**config.mk**
```make
export PLATFORM = sky130hd
export DESIGN_NAME = cmu_compare_pwm
export DESIGN_NICKNAME = d
export VERILOG_FILES = /design/src/cmu_pkg.sv /design/src/cmu_compare_pwm.sv
export SDC_FILE = /design/constraint.sdc
export NUM_CORES = 1
export LEC_CHECK = 0
export BUFFER_PORTS_ARGS = -buffer_cell sky130_fd_sc_hd__buf_2
export CAP_MARGIN = 20
export CELL_PAD_IN_SITES_DETAIL_PLACEMENT = 0
export CELL_PAD_IN_SITES_GLOBAL_PLACEMENT = 1
export CORE_ASPECT_RATIO = 1.4
export CORE_UTILIZATION = 35
export CTS_CLUSTER_DIAMETER = 80
export DETAILED_ROUTE_END_ITERATION = 8
export PLACE_DENSITY_LB_ADDON = 0.1
export SLEW_MARGIN = 20
export SYNTH_ARGS = -nofsm -noshare
export SYNTH_HDL_FRONTEND = slang
export SYNTH_SLANG_ARGS = --single-unit
```
**constraint.sdc**
```tcl
create_clock -name core_clk -period 2.06 [get_ports core_clk]
set_clock_uncertainty 0.15 [all_clocks]
set_input_delay 0.309 -clock core_clk [delete_from_list [all_inputs] [get_ports core_clk]]
set_output_delay 0.309 -clock core_clk [all_outputs]
set_load 0.05 [all_outputs]
```
**src/cmu_pkg.sv**
```systemverilog
// Constants, register map and carrier types for the compare/PWM unit
package cmu_pkg;
	// Register byte offsets on the APB bus
	localparam logic [7:0] CMU_OFS_CTRL   = 8'h00;
	localparam logic [7:0] CMU_OFS_CMP    = 8'h04;
	localparam logic [7:0] CMU_OFS_STATUS = 8'h08;
	// Control register fields
	localparam int CMU_MODE_LSB = 0;
	localparam int CMU_MODE_W   = 4;
	localparam int CMU_DLSB_LSB = 4;
	localparam int CMU_DLSB_W   = 2;
	localparam int CMU_CTRL_W   = 6;
	// Status register bit positions
	localparam int CMU_ST_FLAG  = 0;
	localparam int CMU_ST_PIN   = 1;
	localparam int CMU_ST_OWN   = 2;
	localparam int CMU_ST_PEND  = 3;
	// Widths
	localparam int CMU_CNT_W    = 16;
	localparam int CMU_PWM_W    = 10;
	localparam int CMU_BYTE_W   = 8;
	// Reset values
	localparam logic [CMU_CTRL_W-1:0] CMU_CTRL_RST = 6'h00;
	localparam logic [CMU_CNT_W-1:0]  CMU_CMP_RST  = 16'h0000;
	localparam logic [31:0]           CMU_ZERO32   = 32'h0000_0000;
	// Mode select field encodings
	localparam logic [3:0] CMU_M_OFF    = 4'h0;
	localparam logic [3:0] CMU_M_TOGGLE = 4'h2;
	localparam logic [3:0] CMU_M_SET    = 4'h8;
	localparam logic [3:0] CMU_M_CLR    = 4'h9;
	localparam logic [3:0] CMU_M_SWINT  = 4'hA;
	localparam logic [3:0] CMU_M_SPEC   = 4'hB;
	localparam logic [1:0] CMU_M_PWM_HI = 2'h3;

	// Timer1 side: count pair and its clock edge enable
	typedef struct packed {
		logic [CMU_CNT_W-1:0] count;
		logic                 tick;
	} cmu_timer_one_count_t;

	// Timer2 side: 10-bit time base and its period match
	typedef struct packed {
		logic [CMU_PWM_W-1:0] base;
		logic                 period_match;
	} cmu_tmr2_t;

	typedef enum logic [1:0] {
		CMU_S_IDLE = 2'b01,
		CMU_S_PEND = 2'b10
	} cmu_spec_state_t;
endpackage

```
**src/cmu_compare_pwm.sv**
```systemverilog
// Compare-match and PWM output unit with APB register access
//
// Operation
// RULE_01 - Compare register checked against Timer1 count every cycle, 16 bits.
// RULE_02 - A match does exactly one configured action: toggle, set, clear, trigger, interrupt.
// RULE_03 - The four-bit mode select field picks the match action.
// RULE_04 - Every compare mode raises the interrupt flag on a match.
// RULE_05 - Software sets the pin direction to output for compare pin activity.
// RULE_06 - Writing zero to the control register forces the compare latch low.
// RULE_07 - Timer1 must run synchronously during compare operation.
// RULE_08 - Mode 1010 only raises the interrupt, pin stays under port control.
// RULE_09 - Mode 1011 match issues the special trigger that resets Timer1.
// RULE_10 - Special trigger also starts an ADC conversion when ADC enabled.
// RULE_11 - In special trigger mode the pin is not taken over.
// RULE_12 - Special trigger output asserts with the detected equality.
// RULE_13 - Timer1 reset lands on the next Timer1 clock edge after match.
// RULE_14 - Trigger-caused Timer1 reset never sets the Timer1 overflow flag.
// RULE_15 - Rewriting compare so match is lost cancels the pending Timer1 reset.
// RULE_16 - PWM mode drives a pulse output with up to 10-bit duty resolution.
// RULE_17 - PWM timing comes from Timer2 period, control, duty and unit control.
// RULE_18 - Software clears pin direction so the PWM driver reaches the pin.
// RULE_19 - Equality sampled on the system clock, one match event per count.
//
// Our own choices: register access over APB and the register offsets.
`timescale 1ns/1ps
module cmu_compare_pwm
	import cmu_pkg::*;
(
	// Clock and reset
	input  wire logic             core_clk,
	input  wire logic             srst,
	// APB slave
	input  wire logic             psel,
	input  wire logic             penable,
	input  wire logic             pwrite,
	input  wire logic [7:0]       paddr,
	input  wire logic [31:0]      pwdata,
	output logic                  pready,
	output logic [31:0]           prdata,
	output logic                  pslverr,
	// Timer1, Timer2 and ADC side
	input  wire cmu_timer_one_count_t        timer_one_count_in,
	input  wire cmu_tmr2_t        tmr2_in,
	input  wire logic             adc_enabled,
	output logic                  timer_one_reset,
	output logic                  adc_go_set,
	output logic                  special_trigger,
	output logic                  match_flag_set,
	// Output pin
	output logic                  unit_output_pin,
	output logic                  unit_output_pin_oe
);

	logic [CMU_CTRL_W-1:0] ctrl_r;
	logic [CMU_CNT_W-1:0]  compare_value_reg_r;
	logic                  flag_r;
	logic                  cmp_latch_r;
	logic                  eq_prev_r;
	logic [CMU_PWM_W-1:0]  duty_latched_r;
	logic                  pwm_pin_r;
	cmu_spec_state_t       spec_state_r;

	logic [3:0] mode_select_field;
	logic       eq_now;
	logic       match_ev;
	logic       wr_en;
	logic       setup;
	logic       mapped;
	logic       ctrl_zero_wr;
	logic       pwm_mode;
	logic       flag_clr;

	// Pin ownership by mode: off, software interrupt and special
	// trigger modes leave the pin to the port latch
	function automatic logic owns_pin(input logic [3:0] m);
		owns_pin = (m == CMU_M_TOGGLE) || (m == CMU_M_SET) ||
			(m == CMU_M_CLR) || (m[3:2] == CMU_M_PWM_HI);
	endfunction

	function automatic logic is_compare(input logic [3:0] m);
		is_compare = (m == CMU_M_TOGGLE) || (m == CMU_M_SET) ||
			(m == CMU_M_CLR) || (m == CMU_M_SWINT) || (m == CMU_M_SPEC);
	endfunction

	function automatic logic addr_ok(input logic [7:0] a);
		addr_ok = (a == CMU_OFS_CTRL) || (a == CMU_OFS_CMP) ||
			(a == CMU_OFS_STATUS);
	endfunction

	// Ten-bit duty: compare low byte above the two control LSBs
	function automatic logic [CMU_PWM_W-1:0] duty_word(
		input logic [CMU_CNT_W-1:0] c, input logic [CMU_CTRL_W-1:0] k);
		duty_word = {c[CMU_BYTE_W-1:0], k[CMU_DLSB_LSB +: CMU_DLSB_W]};
	endfunction

	assign mode_select_field = ctrl_r[CMU_MODE_LSB +: CMU_MODE_W]; // RULE_03
	assign pwm_mode  = (mode_select_field[3:2] == CMU_M_PWM_HI);
	assign setup     = psel && !penable;
	assign mapped    = addr_ok(paddr);
	assign wr_en     = psel && penable && pready && pwrite && mapped;
	assign ctrl_zero_wr = wr_en && (paddr == CMU_OFS_CTRL) &&
		(pwdata[CMU_CTRL_W-1:0] == CMU_CTRL_RST);
	assign flag_clr = wr_en && (paddr == CMU_OFS_STATUS) &&
		pwdata[CMU_ST_FLAG];
	// Equality on the system clock; a held count matches only once
	assign eq_now   = (compare_value_reg_r == timer_one_count_in.count); // RULE_01
	assign match_ev = eq_now && !eq_prev_r &&
		is_compare(mode_select_field); // RULE_19

	// APB handshake: one wait-free access phase, answer ready by setup
	always_ff @(posedge core_clk) begin
		if (srst) begin
			pready  <= 1'b0;
			pslverr <= 1'b0;
		end else begin
			pready  <= setup;
			pslverr <= setup && !mapped;
		end
	end

	always_ff @(posedge core_clk) begin
		if (srst) begin
			prdata <= CMU_ZERO32;
		end else if (setup && !pwrite) begin
			prdata <= CMU_ZERO32;
			case (paddr)
				CMU_OFS_CTRL: begin
					prdata[CMU_CTRL_W-1:0] <= ctrl_r;
				end
				CMU_OFS_CMP: begin
					prdata[CMU_CNT_W-1:0] <= compare_value_reg_r;
				end
				CMU_OFS_STATUS: begin
					prdata[CMU_ST_FLAG] <= flag_r;
					prdata[CMU_ST_PIN]  <= unit_output_pin;
					prdata[CMU_ST_OWN]  <= unit_output_pin_oe;
					prdata[CMU_ST_PEND] <= (spec_state_r == CMU_S_PEND);
				end
				default: begin
					prdata <= CMU_ZERO32;
				end
			endcase
		end
	end

	// Control and compare registers
	always_ff @(posedge core_clk) begin
		if (srst) begin
			ctrl_r              <= CMU_CTRL_RST;
			compare_value_reg_r <= CMU_CMP_RST;
		end else if (wr_en) begin
			if (paddr == CMU_OFS_CTRL) begin
				ctrl_r <= pwdata[CMU_CTRL_W-1:0];
			end
			if (paddr == CMU_OFS_CMP) begin
				compare_value_reg_r <= pwdata[CMU_CNT_W-1:0];
			end
		end
	end

	always_ff @(posedge core_clk) begin
		if (srst) begin
			eq_prev_r <= 1'b0;
		end else begin
			eq_prev_r <= eq_now;
		end
	end

	// Sticky match flag, write one to clear; a new match wins the clear
	always_ff @(posedge core_clk) begin
		if (srst) begin
			flag_r <= 1'b0;
		end else if (match_ev) begin
			flag_r <= 1'b1; // RULE_04
		end else if (flag_clr) begin
			flag_r <= 1'b0;
		end
	end

	// Event outputs, registered at the edge that samples the equality
	always_ff @(posedge core_clk) begin
		if (srst) begin
			match_flag_set  <= 1'b0;
			special_trigger <= 1'b0;
			adc_go_set      <= 1'b0;
		end else begin
			match_flag_set  <= match_ev; // RULE_04
			special_trigger <= match_ev &&
				(mode_select_field == CMU_M_SPEC); // RULE_12 RULE_09
			adc_go_set      <= match_ev && adc_enabled &&
				(mode_select_field == CMU_M_SPEC); // RULE_10
		end
	end

	// Compare output latch; only one action per match by mode
	always_ff @(posedge core_clk) begin
		if (srst) begin
			cmp_latch_r <= 1'b0;
		end else if (ctrl_zero_wr) begin
			cmp_latch_r <= 1'b0; // RULE_06
		end else if (match_ev) begin
			case (mode_select_field) // RULE_02
				CMU_M_TOGGLE: begin
					cmp_latch_r <= !cmp_latch_r;
				end
				CMU_M_SET: begin
					cmp_latch_r <= 1'b1;
				end
				CMU_M_CLR: begin
					cmp_latch_r <= 1'b0;
				end
				default: begin
					cmp_latch_r <= cmp_latch_r; // RULE_08
				end
			endcase
		end
	end

	// Timer1 reset waits for the Timer1 clock edge; lost match cancels it
	always_ff @(posedge core_clk) begin
		if (srst) begin
			spec_state_r    <= CMU_S_IDLE;
			timer_one_reset <= 1'b0;
		end else begin
			timer_one_reset <= 1'b0;
			case (spec_state_r)
				CMU_S_IDLE: begin
					if (match_ev && mode_select_field == CMU_M_SPEC) begin
						spec_state_r <= CMU_S_PEND; // RULE_09
					end
				end
				CMU_S_PEND: begin
					if (!eq_now) begin
						spec_state_r <= CMU_S_IDLE; // RULE_15
					end else if (timer_one_count_in.tick) begin
						// Plain clear, distinct from rollover: no
						// overflow flag is raised by this path
						timer_one_reset <= 1'b1; // RULE_13 RULE_14
						spec_state_r    <= CMU_S_IDLE;
					end
				end
				default: begin
					spec_state_r <= CMU_S_IDLE;
				end
			endcase
		end
	end

	// PWM: duty latched at period start so a mid-period write is glitch-free
	always_ff @(posedge core_clk) begin
		if (srst) begin
			duty_latched_r <= {CMU_PWM_W{1'b0}};
			pwm_pin_r      <= 1'b0;
		end else if (!pwm_mode) begin
			pwm_pin_r <= 1'b0;
		end else if (tmr2_in.period_match) begin
			duty_latched_r <= duty_word(compare_value_reg_r,
				ctrl_r); // RULE_16 RULE_17
			pwm_pin_r <= (duty_word(compare_value_reg_r, ctrl_r) !=
				{CMU_PWM_W{1'b0}});
		end else if (tmr2_in.base == duty_latched_r) begin
			pwm_pin_r <= 1'b0; // RULE_16
		end
	end

	// Pin drive; the direction bit outside still gates the real driver
	always_ff @(posedge core_clk) begin
		if (srst) begin
			unit_output_pin    <= 1'b0;
			unit_output_pin_oe <= 1'b0;
		end else begin
			unit_output_pin    <= pwm_mode ? pwm_pin_r : cmp_latch_r;
			unit_output_pin_oe <= owns_pin(mode_select_field); // RULE_11
		end
	end
endmodule

```
==> results of run 1 <==
-- kinds of logic after synthesis --
group                  count (synthesis)  share of synthesized area, %
buffers and inverters                 34                          7.40
XOR/XNOR                              26                          7.83
multiplexers                          10                          3.49
AO/OA/AOI/OAI                         63                          13.9
other                                  1                         0.129
AND/OR/NAND/NOR                      140                          24.5
flip-flops                            62                          42.7
-- worst max path at each step --
stage,startpoint,endpoint,cells past startpoint
after floorplan,pready,compare_value_reg_r[10],6
after global placement,paddr[5],compare_value_reg_r[3],8
after detailed placement,paddr[5],compare_value_reg_r[2],7
after CTS,compare_value_reg_r[1],adc_go_set,6
after global routing,compare_value_reg_r[1],adc_go_set,6
final,compare_value_reg_r[1],adc_go_set,6
-- synthesized netlist by cell type (all sizes together) (3+ instances only) --
cell	n
dfxtp	62
o21ai	4
and4	3
nor2b	5
a21oi	38
nor3	3
a22oi	14
nand3	3
xnor2	18
xor2	8
clkbuf	12
nand4	7
buf	21
and3	3
nor4	10
nor2	23
mux2i	9
nand2	74
-- power breakdown --
part	total (mW)	switching, mW	internal, mW
Clock	1.38	0.540	0.838
Combinational	0.218	0.148	0.0700
Sequential	1.20	0.000706	1.20
-- final cells by class --
| type | count | share of cell area, % |
|---|---|---|
| clock buffer | 10 | 6.47 |
| sequential | 62 | 33.6 |
| multi-input combinational | 255 | 40.8 |
| timing repair buffer | 94 | 14.6 |
| clock inverter | 6 | 1.02 |
| inverter | 1 | 0.102 |
| tap | 102 | 3.45 |
-- critical path: stages, from the launching register on --
cell and delay (ns):
dfxtp_1 0.50, xnor2_1 0.16, nand4_1 0.11, nor4_1 0.29, buf_4 0.18, and2b_1 0.22, and3_1 0.18
-- flip-flops by register name, indices dropped and copies added (netlist names), 2 cells and up --
signal	count
compare_value_reg_r	16
prdata	16
spec_state_r	2
ctrl_r	6
duty_latched_r	10
-- layer usage --
metal | GRT usage (%) | part of all wire [%] | vias up
li1 | - | - | 1294
met1 | 21.4 | 43 | 1166
met2 | 31.7 | 51 | 60
met3 | 5.31 | 5.0 | 10
met4 | 7.01 | 1.3 | 0
met5 | 0 | 0 | -
-- per-stage QoR --
step | power [mW] | std cells | utilization, % | setup slack [ns] | hold WS (ns)
2_1_floorplan | 1.39 | 351 | - | 0.112 | 0.298
3_3_place_gp | 1.45 | 514 | 42.2 | 0.181 | 0.308
3_5_place_dp | 1.45 | 514 | 42.2 | 0.175 | 0.312
4_1_cts | 2.84 | 530 | 45.6 | 0.175 | 0.0651
5_1_grt | 2.92 | 530 | 45.6 | 0.0569 | 0.0767
6_report | 2.80 | 530 | 45.6 | 0.210 | 0.0691
==> impl_metrics.py, run 1 <==
metrics = {
    "routing": {
        "drc": 0,
        "drt_iter0_drc": 123,
        "wl_um": 7290,
        "drt-pass1-iter-count": 4,
        "num_vias": 2530,
        "wl_per_cell_um": 13.7,
        "drt-vias-per-instance": 4.77,
        "final_antenna_net_count": 0,
    },
    "grt": {
        "grt_pass1_wl_um": 11900,
        "grt_antenna_before_repair": 0,
        "grt_pass1_vias": 2425,
        "gr-total-overflow": 0,
        "grt_max_degree": 27,
        "gr-usage-all-layers_pct": 18.4,
    },
    "power_and_ir_drop": {
        "peakVddDrop_mv": 0.423,
        "power_per_cell_area_mw_per_mm2": 757,
        "leakagePower_nw": 1.53,
    },
    "layout": {
        "drive_gt1_share_pct": 32.0,
        "synthToLayoutAreaGrowth_pct": 27.2,
        "multiInputGateArea_mm2": 0.00151,
        "layout_commonest_cell": "buf_2",
        "stdcell_area_mm2": 0.00370,
        "layout_common_cells": "buf_2 (81), nand2_1 (63), dfxtp_1 (62), a21oi_1 (28), nor2_1 (23)",
        "seqCellArea_mm2": 0.00124,
        "fillerInstances": 856,
        "antenna_cells": 0,
        "fin_nets": 497,
    },
    "floorplan": {
        "die_y_um": 110,
        "die_w_um": 79.0,
        "die-area_mm2": 0.00868,
        "pin_count": 114,
        "coreArea_mm2": 0.00810,
        "rows": 39,
        "initial_core_util_pct": 35.9,
    },
    "synth": {
        "synth_top_cell_by_area": "dfxtp_1",
        "yosys_warnings": 0,
        "syn_area_mm2": 0.00291,
        "synth_area_leaders": "dfxtp_1 (43%), nand2_1 (8.1%), xnor2_1 (5.4%), a21oi_1 (4.8%), buf_4 (4.1%)",
        "synth_flop_cell": "dfxtp_1",
        "ys_types": 45,
        "ys_seq_elements": 62,
        "syn_area_per_cell_um2": 8.65,
        "async_flop_share_pct": 0,
        "synth_cells": 336,
        "seq_area_frac_synth_pct": 42.7,
        "synth_edf_count": 0,
        "synth_top_area_share_pct": 42.7,
    },
    "timing": {
        "hold_viol": 0,
        "final_max_slew_viol_count": 0,
        "tns_ns": 0,
        "rsz0062_at_grt": "no",
        "setup_viol": 0,
        "slew_headroom_pct": 65.5,
        "max_freq_ghz": 0.541,
        "period_share_pct": 89.8,
        "worstMarginPinSlew_ns": 0.514,
        "layout_min_cycle_time_ns": 1.85,
    },
    "worst_setup_path": {
        "reg2reg_depth": 6,
        "critical_path_class": "register to register",
        "cp_data_arrival_time_ns": 1.97,
        "rrSetupSlack_ns": 0.21,
        "worstReg2RegEnd": "adc_go_set",
        "rr_startpoint": "compare_value_reg_r[1]",
        "start_kind": "register",
        "endpoint_kind": "register",
        "critPathRequiredTime_ns": 2.18,
        "path_max_fanout": 7,
    },
    "min_path": {
        "min_to": "adc_go_set",
        "min_path_type": "input pin to register",
        "hp-start": "adc_enabled",
        "min_path_cells": 2,
    },
    "cts": {
        "cts_buffers": 9,
        "postCtsResizedCells": 0,
        "post_cts_buffers": 0,
        "postCtsHoldBufs": 0,
        "clockBufferDepth": 2,
        "cts.sinks": 62,
        "cts-root-buf": "clkbuf_16",
        "cts.htree.levels": 3,
        "clkLatencyLatePin_ns": 0.32,
        "cts_tree": "yes",
        "clk_pin_slew_ns": 0.05,
    },
    "placed_design": {
        "io_buffers": 81,
        "dpl-instance-area_mm2": 0.00342,
        "gp_congestion": 0.717,
        "hpwl_um": 5370,
    },
    "job": {
        "max_cap_violations": 0,
    },
    "outcome": {
        "status": "finished clean",
    },
}
Power figures use the tool's default switching activity.
==> run 2, diff against run 1 <==
--- a/config.mk
+++ b/config.mk
@@ -14,6 +14,7 @@
 export CTS_CLUSTER_DIAMETER = 80
 export DETAILED_ROUTE_END_ITERATION = 8
 export PLACE_DENSITY_LB_ADDON = 0.1
+export SETUP_SLACK_MARGIN = 0.5
 export SLEW_MARGIN = 20
 export SYNTH_ARGS = -nofsm -noshare
 export SYNTH_HDL_FRONTEND = slang
==> run 2 against run 1 <==
Net effect:
- core utilization is 4.8 points higher
- combinational power is 9% higher
- clock power is 3% higher
- non-clock buffer count is 15 higher
- register-to-register slack better by 0.20 ns
- global-route usage hardly changed
- fmax is 12% higher
- design area is 10% higher
- setup slack better by 0.20 ns
- critical endpoint is now match_flag_set
- largest power group unchanged
==> impl_metrics.py, run 2 (same netlist as run 1, synthesis figures left out) <==
metrics = {
    "cts": {
        "cts_buffers": 9,
        "cts.htree.levels": 3,
        "cts-root-buf": "clkbuf_16",
        "clk_pin_slew_ns": 0.06,
        "clkLatencyLatePin_ns": 0.33,
        "cts.sinks": 62,
        "clockBufferDepth": 2,
        "cts_tree": "yes",
    },
    "floorplan": {
        "die-area_mm2": 0.00868,
        "initial_core_util_pct": 35.9,
        "pin_count": 114,
        "die_w_um": 79.0,
        "coreArea_mm2": 0.00810,
        "die_y_um": 110,
        "rows": 39,
    },
    "worst_setup_path": {
        "slowest_stage": "dfxtp_4",
        "slowest_delay_ns": 0.35,
        "path_buf_inv": 1,
        "endpoint_kind": "register",
        "crit_chain": "xnor2_2 > nand4_1 > nor4_2 > buf_4 > and2b_2 > o211a_1",
        "path_max_fanout": 7,
        "critical_path_class": "register to register",
        "crit_family": "simple AND/OR/NAND/NOR gates",
        "start_kind": "register",
        "cp_data_arrival_time_ns": 1.77,
        "critPathRequiredTime_ns": 2.18,
    },
    "routing": {
        "wl_um": 7860,
        "final_antenna_net_count": 0,
        "drt-vias-per-instance": 4.83,
        "drc": 0,
        "drt-pass1-iter-count": 4,
        "wl_per_cell_um": 14.4,
        "drt_iter0_drc": 94,
        "num_vias": 2634,
    },
    "timing": {
        "period_share_pct": 80.3,
        "rsz0062_at_grt": "yes",
        "setup_viol": 0,
        "final_max_slew_viol_count": 0,
        "tns_ns": 0,
        "hold_viol": 0,
        "max_freq_ghz": 0.605,
        "layout_min_cycle_time_ns": 1.65,
    },
    "grt": {
        "gr-total-overflow": 0,
        "grt_pass1_vias": 2430,
        "grt_max_degree": 27,
        "grt_pass1_wl_um": 12000,
        "grt_antenna_before_repair": 0,
        "gr-usage-all-layers_pct": 18.4,
    },
    "layout": {
        "synthToLayoutAreaGrowth_pct": 40.4,
        "antenna_cells": 0,
        "layout_common_cells": "buf_2 (80), dfxtp_1 (47), nand2_1 (46), nor2_1 (23), buf_4 (23)",
        "fin_nets": 512,
        "drive_gt1_share_pct": 45.1,
        "layout_commonest_cell": "buf_2",
        "top_regs": "compare_value_reg_r: 16 flops, prdata: 16 flops, duty_latched_r: 10 flops",
        "instances_no_fill": 545,
    },
    "placed_design": {
        "hpwl_um": 5500,
        "dp.cells": 514,
        "gp_congestion": 0.714,
        "io_buffers": 81,
    },
    "power_and_ir_drop": {
        "leakagePower_nw": 1.81,
        "power_per_cell_area_mw_per_mm2": 700,
        "peakVddDrop_mv": 0.414,
    },
    "min_path": {
        "min_path_type": "input pin to register",
    },
    "outcome": {
        "status": "finished clean",
    },
    "job": {
        "max_cap_violations": 0,
    },
}
-- run 2: per-layer routing --
metal / vias to the layer above / share of wire (%) / routed length (um) / GRT usage (%)
li1: 1324 / - / - / -
met1: 1240 / 42 / 3330 / 21.8
met2: 63 / 52 / 4050 / 31.7
met3: 7 / 4.9 / 383 / 5.31
met4: 0 / 1.2 / 96 / 6.23
met5: - / 0 / 0 / 0
-- run 2: final cells by class --
class                   count  area, um2
repair buffers            109        681
fillers                   843       4020
clock buffers              11        253
multi-input cells         255       1710
well taps                 102        128
flip-flops and latches     62       1270
clock inverters             5       32.5
inverters                   1       3.75
-- run 2: final timing paths --
check                                             from           endpoint  slack, ns  cells after the start
worst min-delay path                       adc_enabled         adc_go_set       0.06                      2
worst max-delay path            compare_value_reg_r[2]     match_flag_set       0.41                      6
worst min register to register       duty_latched_r[0]  duty_latched_r[0]       0.32                      2
worst max register to register  compare_value_reg_r[2]     match_flag_set       0.41                      6
-- run 2: metrics by stage --
step           power (mW)  instance area (um2)  util, %  setup WS, ns  hold WS [ns]
2_1_floorplan        1.39                 2980        -         0.254         0.298
3_3_place_gp         1.44                 3430     42.4         0.198         0.310
3_5_place_dp         1.45                 3430     42.4         0.184         0.311
4_1_cts              2.87                 3850     47.5         0.397        0.0619
5_1_grt              2.95                 4080     50.4         0.321        0.0717
6_report             2.86                 4080     50.4         0.406        0.0632
-- run 2: power breakdown --
| part | internal, mW | switching (mW) |
|---|---|---|
| clock network | 0.877 | 0.544 |
| logic | 0.0752 | 0.162 |
| registers | 1.20 | 0.000630 |
| total | 2.15 | 0.707 |
-- run 2: what timing repair did --
item,in CTS,in global routing
buffers inserted,9,5
cloned,0,1
pin swaps,15,37
setup endpoints to repair,25,41
resized for setup,22,46
hold endpoints to repair,0,0
hold buffers,0,0
==> run 3, diff against run 2 <==
--- a/config.mk
+++ b/config.mk
@@ -10,7 +10,7 @@
 export CELL_PAD_IN_SITES_DETAIL_PLACEMENT = 0
 export CELL_PAD_IN_SITES_GLOBAL_PLACEMENT = 1
 export CORE_ASPECT_RATIO = 1.4
-export CORE_UTILIZATION = 35
+export CORE_UTILIZATION = 31
 export CTS_CLUSTER_DIAMETER = 80
 export DETAILED_ROUTE_END_ITERATION = 8
 export PLACE_DENSITY_LB_ADDON = 0.1
==> constraint.sdc (replaced) <==
create_clock -name core_clk -period 1.4 [get_ports core_clk]
set_clock_uncertainty 0.15 [all_clocks]
set_input_delay 0.21 -clock core_clk [delete_from_list [all_inputs] [get_ports core_clk]]
set_output_delay 0.21 -clock core_clk [all_outputs]
set_load 0.05 [all_outputs]
==> run 3 against run 2 <==
Net effect:
- the run now ends with DRC, hold timing, setup timing left
- critical path depth did not move
- sequential share of layout area fell by 5.4 points
- setup slack got worse by 0.66 ns
- largest cell class unchanged
- final cell count rose by 8.6%
- first-iteration DRC count fell by 49%
- die area rose by 13%
==> impl_metrics.py, run 3 (same netlist as run 1, synthesis figures left out) <==
metrics = {
    "outcome": {
        "status": "finished, violations left",
        "violations": "DRC, hold timing, setup timing",
    },
    "layout": {
        "instances_no_fill": 592,
        "stdcell_area_mm2": 0.00503,
        "top_regs": "compare_value_reg_r: 16 flops, prdata: 16 flops, duty_latched_r: 10 flops",
        "layout_common_cells": "buf_2 (55), buf_4 (53), dfxtp_2 (31), nand2_1 (29), dfxtp_1 (27)",
        "synthToLayoutAreaGrowth_pct": 73.2,
        "layout_commonest_cell": "buf_2",
        "fin_nets": 554,
        "seqCellArea_mm2": 0.00129,
        "antenna_cells": 0,
        "drive_gt1_share_pct": 64.3,
        "fillerInstances": 865,
        "multiInputGateArea_mm2": 0.00203,
    },
    "routing": {
        "wl_um": 8760,
        "drt-vias-per-instance": 4.78,
        "drt_iter0_drc": 48,
        "drt-pass1-iter-count": 6,
        "drc": 2,
        "wl_per_cell_um": 14.8,
        "final_antenna_net_count": 0,
        "num_vias": 2827,
    },
    "worst_setup_path": {
        "worstReg2RegEnd": "timer_one_reset",
        "cp_data_arrival_time_ns": 1.77,
        "crit_chain": "xnor2_2 > nand4_1 > nor4_2 > buf_4 > and2b_2 > and3_1",
        "slowest_delay_ns": 0.33,
        "startpoint": "compare_value_reg_r[13]",
        "critical_path_class": "register to register",
        "rr_startpoint": "compare_value_reg_r[13]",
        "critPathRequiredTime_ns": 1.52,
        "start_kind": "register",
        "path_max_fanout": 7,
        "rrSetupSlack_ns": -0.26,
        "endpoint_kind": "register",
        "reg2reg_depth": 6,
        "crit_path_end": "timer_one_reset",
        "slowest_stage": "dfxtp_2",
    },
    "grt": {
        "grt_max_degree": 27,
        "grt_pass1_wl_um": 13000,
        "grt_pass1_vias": 2668,
        "gr-usage-all-layers_pct": 17.5,
        "grt_antenna_before_repair": 0,
        "gr-total-overflow": 0,
    },
    "job": {
        "max_cap_violations": 0,
    },
    "timing": {
        "fin_ws_ns": -0.258,
        "final_max_slew_viol_count": 0,
        "rsz0062_at_grt": "yes",
        "max_freq_ghz": 0.603,
        "hold_viol": 11,
        "setup_viol": 26,
        "period_share_pct": 118,
        "hold_ws_ns": -0.0401,
        "layout_min_cycle_time_ns": 1.66,
    },
    "cts": {
        "cts.sinks": 62,
        "cts_buffers": 9,
        "cts.htree.levels": 3,
        "clk_pin_slew_ns": 0.05,
        "postCtsHoldBufs": 1,
        "clkLatencyLatePin_ns": 0.33,
        "cts-root-buf": "clkbuf_16",
        "cts_tree": "yes",
        "clockBufferDepth": 2,
    },
    "power_and_ir_drop": {
        "leakagePower_nw": 2.15,
        "power_per_cell_area_mw_per_mm2": 878,
        "peakVddDrop_mv": 0.557,
        "finalPower_mw": 4.42,
    },
    "placed_design": {
        "gp_congestion": 0.772,
        "hpwl_um": 6080,
        "place_ws_ns": -0.392,
        "io_buffers": 81,
        "dpl-instance-area_mm2": 0.00374,
        "dp.cells": 550,
    },
    "floorplan": {
        "die_y_um": 117,
        "die_w_um": 83.8,
        "pin_count": 114,
        "die-area_mm2": 0.00977,
        "coreArea_mm2": 0.00908,
        "rows": 41,
        "initial_core_util_pct": 32.0,
    },
    "min_path": {
        "min_path_type": "input pin to register",
    },
}
[run 3: cell types whose count changed in the layout (fill, tap and decap cells not counted), sizes merged]
cell | previous run | this run
dlygate4sd3 | 0 | 1
clkbuf | 12 | 13
nand3 | 3 | 4
buf | 108 | 147
inv | 2 | 1
bufinv | 0 | 1
clkinvlp | 1 | 0
and3 | 3 | 4
[run 3: area by class of cell]
type / count / share of cell area, %
multi-input combinational: 257 / 40.3
sequential: 62 / 25.7
timing repair buffer: 149 / 25.3
clock buffer: 12 / 5.10
tap: 107 / 2.66
clock inverter: 4 / 0.895
inverter: 1 / 0.0746
[run 3: worst min-delay path by stage]
stage / start / endpoint / slack (ns) / depth (start not counted)
global placement: adc_enabled / adc_go_set / 0.29 / 2
CTS: adc_enabled / adc_go_set / -0.04 / 2
floorplan: psel / pready / 0.18 / 2
detailed placement: adc_enabled / adc_go_set / 0.29 / 2
global route: timer_one_count_in[0] / timer_one_reset / -0.02 / 2
finish: adc_enabled / adc_go_set / -0.04 / 2
[run 3: metal layers]
layer	global-route usage [%]	vias to the layer above	share of wire [%]
met3	4.52	8	3.5
met2	32.5	48	56
met5	0	-	0
met4	7.24	0	1.3
li1	-	1409	-
met1	19.0	1362	39
[run 3: worst max-delay path: cells and delay by family, from the launching register on]
kind / cells / cell delay (ns)
xor+xnor: 1 / 0.17
flops: 1 / 0.33
simple gates: 4 / 0.77
buf+inv: 1 / 0.18
[run 3: through the flow]
step           hold WS (ns)  util (%)  TNS [ns]
3_5_place_dp          0.289      41.2    -13.16
5_1_grt             -0.0221      55.4     -5.09
3_3_place_gp          0.289      41.2    -12.48
2_1_floorplan         0.180         -     -4.70
6_report            -0.0401      55.4     -3.32
4_1_cts             -0.0446      51.1     -2.96
[run 3: repair_timing]
| action | 4_1_cts | 5_1_grt |
|---|---|---|
| pin swaps | 34 | 38 |
| endpoints found under the setup margin | 85 | 85 |
| setup buffers | 4 | 18 |
| cloned | 2 | 1 |
| resized for setup | 145 | 63 |
| endpoints found under the hold margin | 15 | 10 |
[run 3: power by group]
part           total, mW  internal, mW  switching [mW]
sequential          1.76          1.76         0.00172
combinational      0.415         0.145           0.271
clock               2.24          1.46           0.775
total               4.42          3.37            1.05
